### src/hw/isd_pkg.sv
/*
  Shared constants and types for the instruction execute block.
  Assumes one core clock domain and an active-low asynchronous reset.
*/
package isd_pkg;

  // --------------------------------------------------------------------
  // widths
  // --------------------------------------------------------------------
  localparam int ISD_DATA_W = 8;
  localparam int ISD_ADDR_W = 7;
  localparam int ISD_LIT_W = 11;
  localparam int ISD_PC_W = 13;
  localparam int ISD_LATCH_W = 8;

  // --------------------------------------------------------------------
  // field positions
  // --------------------------------------------------------------------
  localparam int ISD_LATCH_HI = 4;
  localparam int ISD_LATCH_LO = 3;

  // --------------------------------------------------------------------
  // values
  // --------------------------------------------------------------------
  localparam logic [7:0] ISD_ZERO = 8'h00;
  localparam logic [7:0] ISD_ONE = 8'h01;
  localparam logic [7:0] ISD_ACC_RESET = 8'h00;
  localparam logic ISD_ZFLAG_RESET = 1'b0;
  localparam logic [12:0] ISD_PC_RESET = 13'h0000;
  localparam logic [6:0] ISD_ADDR_RESET = 7'h00;

  // --------------------------------------------------------------------
  // operations
  // --------------------------------------------------------------------
  typedef enum logic [2:0] {
    clear_accumulator_op = 3'h0,
    decrement_skip_zero_op = 3'h1,
    increment_skip_zero_op = 3'h2,
    unconditional_branch_op = 3'h3,
    or_literal_op = 3'h4,
    increment_register_op = 3'h5,
    no_op = 3'h7
  } isd_op_t;

  // --------------------------------------------------------------------
  // sequencer states, one-hot
  // --------------------------------------------------------------------
  typedef enum logic [2:0] {
    ST_EXEC = 3'b001,
    ST_SKIP = 3'b010,
    ST_BRANCH = 3'b100
  } isd_state_t;

endpackage

### src/hw/isd_alu_if.sv
/*
  Carrier between the execute sequencer and its arithmetic unit.
  Assumes both ends sit in the same clock domain; purely combinational.
*/
`timescale 1ns/10ps
interface isd_alu_if;
  import isd_pkg::*;
  isd_op_t op;
  logic [7:0] operand_f;
  logic [7:0] acc;
  logic [7:0] literal;
  logic dest;
  logic [7:0] result;
  logic zero;
  logic affects_z;
  logic write_acc;
  logic write_file;
  logic skip;
  logic branch;

  modport core (output op, operand_f, acc, literal, dest,
                input result, zero, affects_z, write_acc, write_file, skip, branch);
  modport alu (input op, operand_f, acc, literal, dest,
               output result, zero, affects_z, write_acc, write_file, skip, branch);
endinterface

### src/hw/isd_alu.sv
/*
  Arithmetic and decode unit: result, flag effect, destination and skip.
  Assumes operands are stable for the cycle in which they are used.
*/
`timescale 1ns/10ps
module isd_alu
  import isd_pkg::*;
(
  isd_alu_if.alu alu
);

  // --------------------------------------------------------------------
  // decode
  // --------------------------------------------------------------------
  function automatic logic uses_dest(input isd_op_t op);
    uses_dest = (op == decrement_skip_zero_op) || (op == increment_skip_zero_op) ||
                (op == increment_register_op);
  endfunction

  wire is_clear = (alu.op == clear_accumulator_op);
  wire is_dec = (alu.op == decrement_skip_zero_op);
  wire is_inc = (alu.op == increment_skip_zero_op) || (alu.op == increment_register_op);
  wire is_or = (alu.op == or_literal_op);
  wire to_file = uses_dest(alu.op) && alu.dest;
  wire [7:0] inc_value = 8'(alu.operand_f + ISD_ONE); // RULE12
  wire [7:0] dec_value = 8'(alu.operand_f - ISD_ONE); // RULE12

  // --------------------------------------------------------------------
  // results
  // --------------------------------------------------------------------
  assign alu.result = is_clear ? ISD_ZERO : // RULE1
                      is_dec ? dec_value : // RULE3
                      is_inc ? inc_value : // RULE5 RULE10
                      is_or ? (alu.acc | alu.literal) : // RULE9
                      ISD_ZERO;
  assign alu.zero = (alu.result == ISD_ZERO); // RULE11
  assign alu.affects_z = is_clear || is_or || (alu.op == increment_register_op);
  assign alu.write_file = to_file; // RULE2
  assign alu.write_acc = is_clear || is_or || (uses_dest(alu.op) && !alu.dest); // RULE2
  assign alu.skip = ((alu.op == decrement_skip_zero_op) ||
                     (alu.op == increment_skip_zero_op)) && alu.zero; // RULE4 RULE6
  assign alu.branch = (alu.op == unconditional_branch_op);

endmodule

### src/hw/isd_exec.sv
/*
  Execute stage for a small instruction subset: accumulator, zero flag,
  file-register write port, skip handling and branch target.
  Assumes the fetch stage offers one decoded instruction with op_valid,
  that file_rdata returns the register selected by op_addr in the same
  cycle, and that all inputs are synchronous to clock.
*/
`timescale 1ns/10ps
// Summary of operation
// RULE1: clearing the accumulator loads zero into it and sets the zero flag.
// RULE2: a destination bit of 0 sends the result to the accumulator, 1 to the file register.
// RULE3: decrement-and-skip subtracts one from file register 0..127 and leaves flags alone.
// RULE4: a zero decrement-and-skip result discards the next instruction for one no-op cycle.
// RULE5: increment-and-skip adds one to the file register and leaves flags alone.
// RULE6: a zero increment-and-skip result replaces the next instruction with a no-op.
// RULE7: the branch loads its 11-bit target into pc 10:0 and latch bits 4:3 into pc 12:11.
// RULE8: the branch takes two cycles, pushes no return address and touches no flag.
// RULE9: or-literal ors the accumulator with an 8-bit literal and updates the zero flag.
// RULE10: plain increment adds one, routes by destination, updates zero and never skips.
// RULE11: where zero is affected it is set for a zero result and cleared otherwise.
// RULE12: increment and decrement wrap modulo 256.
module isd_exec
  import isd_pkg::*;
(
  input wire logic clock,
  input wire logic resetn,
  input wire logic op_valid,
  input wire logic [2:0] op_code,
  input wire logic op_dest,
  input wire logic [6:0] op_addr,
  input wire logic [10:0] op_literal,
  input wire logic [7:0] pc_high_latch,
  input wire logic [7:0] file_rdata,
  output logic op_ready,
  output logic skip_nop,
  output logic [6:0] file_addr,
  output logic [6:0] file_waddr,
  output logic [7:0] file_wdata,
  output logic file_we,
  output logic [7:0] acc,
  output logic zero_flag,
  output logic pc_load,
  output logic [12:0] pc_target,
  output logic stack_push
);

  // --------------------------------------------------------------------
  // arithmetic unit
  // --------------------------------------------------------------------
  isd_alu_if alu_bus();
  isd_state_t state;
  isd_state_t next_state;

  wire accepted = op_valid && op_ready;
  wire isd_op_t cur_op = accepted ? isd_op_t'(op_code) : no_op;

  assign alu_bus.op = cur_op;
  assign alu_bus.operand_f = file_rdata;
  assign alu_bus.acc = acc;
  assign alu_bus.literal = op_literal[7:0];
  assign alu_bus.dest = op_dest;

  isd_alu isd_alu_i (
    .alu(alu_bus)
  );

  // --------------------------------------------------------------------
  // sequencer
  // --------------------------------------------------------------------
  assign op_ready = (state == ST_EXEC);
  assign skip_nop = (state == ST_SKIP); // RULE4 RULE6
  assign file_addr = op_addr;
  assign stack_push = 1'b0; // RULE8

  always_comb begin
    case (state)
      ST_EXEC: begin
        if (alu_bus.branch) begin
          next_state = ST_BRANCH; // RULE8
        end else if (alu_bus.skip) begin
          next_state = ST_SKIP; // RULE4 RULE6
        end else begin
          next_state = ST_EXEC;
        end
      end
      ST_SKIP: next_state = ST_EXEC;
      ST_BRANCH: next_state = ST_EXEC;
      default: next_state = ST_EXEC;
    endcase
  end

  always_ff @(posedge clock or negedge resetn) begin
    if (!resetn) begin
      state <= ST_EXEC;
    end else begin
      state <= next_state;
    end
  end

  // --------------------------------------------------------------------
  // accumulator and flag
  // --------------------------------------------------------------------
  always_ff @(posedge clock or negedge resetn) begin
    if (!resetn) begin
      acc <= ISD_ACC_RESET;
      zero_flag <= ISD_ZFLAG_RESET;
    end else begin
      if (alu_bus.write_acc) begin
        acc <= alu_bus.result; // RULE1 RULE2 RULE9
      end
      if (alu_bus.affects_z) begin
        zero_flag <= alu_bus.zero; // RULE11
      end
    end
  end

  // --------------------------------------------------------------------
  // file write port
  // --------------------------------------------------------------------
  always_ff @(posedge clock or negedge resetn) begin
    if (!resetn) begin
      file_we <= 1'b0;
      file_waddr <= ISD_ADDR_RESET;
      file_wdata <= ISD_ZERO;
    end else begin
      file_we <= alu_bus.write_file; // RULE2
      if (alu_bus.write_file) begin
        file_waddr <= op_addr;
        file_wdata <= alu_bus.result;
      end
    end
  end

  // --------------------------------------------------------------------
  // branch
  // --------------------------------------------------------------------
  always_ff @(posedge clock or negedge resetn) begin
    if (!resetn) begin
      pc_load <= 1'b0;
      pc_target <= ISD_PC_RESET;
    end else begin
      pc_load <= alu_bus.branch;
      if (alu_bus.branch) begin
        pc_target <= {pc_high_latch[ISD_LATCH_HI:ISD_LATCH_LO], op_literal}; // RULE7
      end
    end
  end

  wire take_clear = accepted && (op_code == clear_accumulator_op);
  wire take_dec = accepted && (op_code == decrement_skip_zero_op);
  wire take_incs = accepted && (op_code == increment_skip_zero_op);
  wire take_br = accepted && (op_code == unconditional_branch_op);
  wire take_or = accepted && (op_code == or_literal_op);
  wire take_inc = accepted && (op_code == increment_register_op);
endmodule

### config.mk
export PLATFORM = sky130hd
export DESIGN_NAME = isd_exec
export DESIGN_NICKNAME = d
export VERILOG_FILES = /design/src/hw/isd_pkg.sv /design/src/hw/isd_alu_if.sv /design/src/hw/isd_alu.sv /design/src/hw/isd_exec.sv
export SDC_FILE = /design/constraint.sdc
export NUM_CORES = 1
export LEC_CHECK = 0
export BUFFER_PORTS_ARGS = -buffer_cell sky130_fd_sc_hd__buf_2
export CORE_MARGIN = 1.5
export CORE_UTILIZATION = 44
export CTS_CLUSTER_SIZE = 16
export DETAILED_ROUTE_END_ITERATION = 10
export HOLD_SLACK_MARGIN = 0.03
export PLACE_DENSITY = 0.73
export SETUP_SLACK_MARGIN = 0.3
export SYNTH_ARGS = -nofsm -noshare
export SYNTH_HDL_FRONTEND = slang
export SYNTH_SLANG_ARGS = --single-unit
### constraint.sdc
create_clock -name clock -period 1.7 [get_ports clock]
set_input_delay 0.085 -clock clock [delete_from_list [all_inputs] [get_ports clock]]
set_output_delay 0.085 -clock clock [all_outputs]
set_load 0.02 [all_outputs]
==> impl_metrics.tcl <==
set metrics [dict create \
    drive_gt1_share_pct 55.32 \
    critPathBufInv 3 \
    min_path_type "primary input to flop" \
    crit_path_top_delay_cell "dfstp_2" \
    rsz0062_at_grt "true" \
    cts_buffer_depth 2 \
    vias 2467 \
    dpl_worst_slack_ns -0.2714 \
    async_flop_share_pct 100.0 \
    min_period_ns 1.934 \
    n_antenna_cell 0 \
    finalCritPeriodShare_pct 113.7 \
    yosysMostFrequentCell "dfrtp_1" \
    die_area_mm2 0.005874 \
    seq_area_frac_synth_pct 44.10 \
    drv_slew 0 \
    yosys.cell_types.count 59 \
    setup_viol 36 \
    fmax_ghz 0.5172 \
    path_class "flop to flop" \
    rows 26 \
    ys_seq_elements 42 \
    nFillCells 358 \
    yosys-top-cells-area "dfrtp_1, mux2_2, nand2_1, o21ai_0, a21oi_1" \
    synth_edf_count 0 \
    grt_max_degree 18 \
    grt_usage_pct 25.69 \
    hp-start "op_literal[5]" \
    nNetsFinal 427 \
    start_kind "flop" \
    failed_checks "negative setup slack" \
    clock_latency_ns 0.30 \
    drc 0 \
    hold_viol 0 \
    synth_fp_nets 288 \
    ys_top_cells_by_count "dfrtp_1, nand2_1, mux2_2, o21ai_0, nor2_1" \
    htreeDepth 2 \
    grt_first_pass_wirelength_um 11870 \
    synthFlopType "dfrtp_1" \
    crit_family "simple AND/OR/NAND/NOR gates" \
    reg2reg_depth 7 \
    tns_ns -5.953 \
    path_max_fanout 4 \
    drt_iter0_markers 226 \
    io-pin-count 90 \
    yosysWarnings 0 \
    port_buffers 82 \
    status "complete, but fails checks" \
    reg2reg_from "state[0]" \
    root_buffer "clkbuf_8" \
    crit_required_ns 1.88 \
    syn_to_final_growth_pct 57.47 \
    postSynthAreaPerCell_um2 9.739 \
    initial_core_util_pct 46.13 \
    clk_pin_slew_ns 0.09 \
    slowest_delay_ns 0.57 \
    syn_area_mm2 0.002386 \
    clock-sinks 42 \
    place_hpwl_um 4987 \
    r2r_setup_slack_ns -0.23 \
    grt_pass1_vias 2435 \
    gp_congestion 0.9375 \
    overflow 0 \
    worstPathCellList "buf_4, buf_6, nor3b_4, and2_4, nand3b_1, inv_2, mux2_4" \
    min_to "pc_target[5]" \
    hold_depth 2 \
    skew_ns 0.009574 \
    drt-total-wl_um 7618 \
    setup_slack_ns -0.2335 \
    die_x_um 76.64 \
    power_uw 3453 \
    power_leakage_uw 0.001798 \
    vias_per_cell 5.422 \
    die_y_um 76.64 \
    p_per_area_mw_per_mm2 918.9 \
    synthCells 245 \
    synth_top_area_share_pct 43.00 \
    synth_top_cell_by_area "dfrtp_1" \
    ant_nets 0 \
    maxCapViolCount 0 \
    cts_buffers 5 \
    antenna_found_initial 0 \
    core_area_mm2 0.005172 \
    crit_path_end_kind "flop" \
    reg2reg_to "file_wdata[3]" \
    cp.arrival_ns 2.11 \
    wl_per_cell_um 16.74 \
    ir_drop_mv 0.7085 \
    detail_route.first_pass.iterations 4 \
    tritoncts "done" \
]
==> how the worst max path moves through the flow <==
stage	startpoint	to	slack, ns	cells past startpoint
floorplan	state[0]	file_wdata[3]	-0.21	6
global placement	file_rdata[0]	state[0]	-0.25	9
detailed placement	file_rdata[0]	state[0]	-0.27	9
CTS	state[0]	state[0]	-0.17	6
global route	state[0]	file_wdata[1]	-0.31	8
finish	state[0]	file_wdata[3]	-0.23	7
==> routing by layer <==
metal | vias to the layer above | track usage [%] | part of all wire (%)
met5 | - | 0 | 0
met4 | 0 | 10.74 | 1.7
met3 | 14 | 5.150 | 4.5
met2 | 87 | 44.38 | 53
met1 | 1217 | 31.20 | 41
li1 | 1149 | - | -
==> repair_timing <==
item,in CTS,in global routing
gates cloned,1,1
setup endpoints to repair,38,43
hold endpoints to repair,44,0
resized for setup,30,28
pin swaps,5,5
hold buffers,14,0
buffers inserted,8,5
==> layout make-up <==
class / count / area (um2) / share of cell area (%)
Clock buffer: 6 / 72.57 / 1.931
Tap cell: 70 / 87.58 / 2.331
Sequential cell: 42 / 1055 / 28.07
Clock inverter: 2 / 37.54 / 0.9990
Inverter: 6 / 22.52 / 0.5994
Timing Repair Buffer: 156 / 1106 / 29.44
Multi-Input combinational cell: 173 / 1376 / 36.63
==> flip-flops by register name, indices dropped and copies added, names as in the netlist <==
| name | flops |
|---|---|
| file_wdata | 8 |
| zero_flag | 1 |
| pc_load | 1 |
| state | 3 |
| acc | 8 |
| file_we | 1 |
| file_waddr | 7 |
| pc_target | 13 |
==> cells in the final DEF (no fill, tap or decap), types with 5 or more instances in the layout <==
cell type / instances
clkbuf_8: 5
nand2_2: 6
mux2_4: 6
a21oi_1: 10
or3_1: 5
buf_4: 48
dlygate4sd3_1: 14
nor2_1: 10
buf_8: 5
nand2_1: 28
dfrtp_1: 39
mux2_2: 13
buf_2: 81
o21ai_0: 10
==> logic make-up after synthesis <==
group / Yosys count / synth area share [%]
AOI/OAI and AO/OA: 58 / 17.09
xor gates and xnor gates: 4 / 1.469
adders and majority gates: 2 / 1.049
buffers and inverters: 30 / 7.236
DFF: 42 / 44.10
muxes: 20 / 9.387
other: 1 / 0.1572
and+or+nand+nor: 88 / 19.51
==> where the power goes <==
group	leakage (uW)	switching [uW]	internal, uW
registers	0.000535	120	1210
logic	0.00121	754	588
clock network	0.0000514	346	438
total	0.00180	1220	2230
==> per-stage QoR <==
step	hold WS [ns]	utilization (%)	area, um2	instances
3_3_place_gp	-0.001618	61.08	3159	418
4_1_cts	0.03046	70.05	3623	449
5_1_grt	0.03221	72.64	3757	455
2_1_floorplan	-0.2106	-	2456	245
6_report	0.03913	72.64	3757	455
3_5_place_dp	-0.005050	61.08	3159	418
Power figures use the tool's default switching activity.
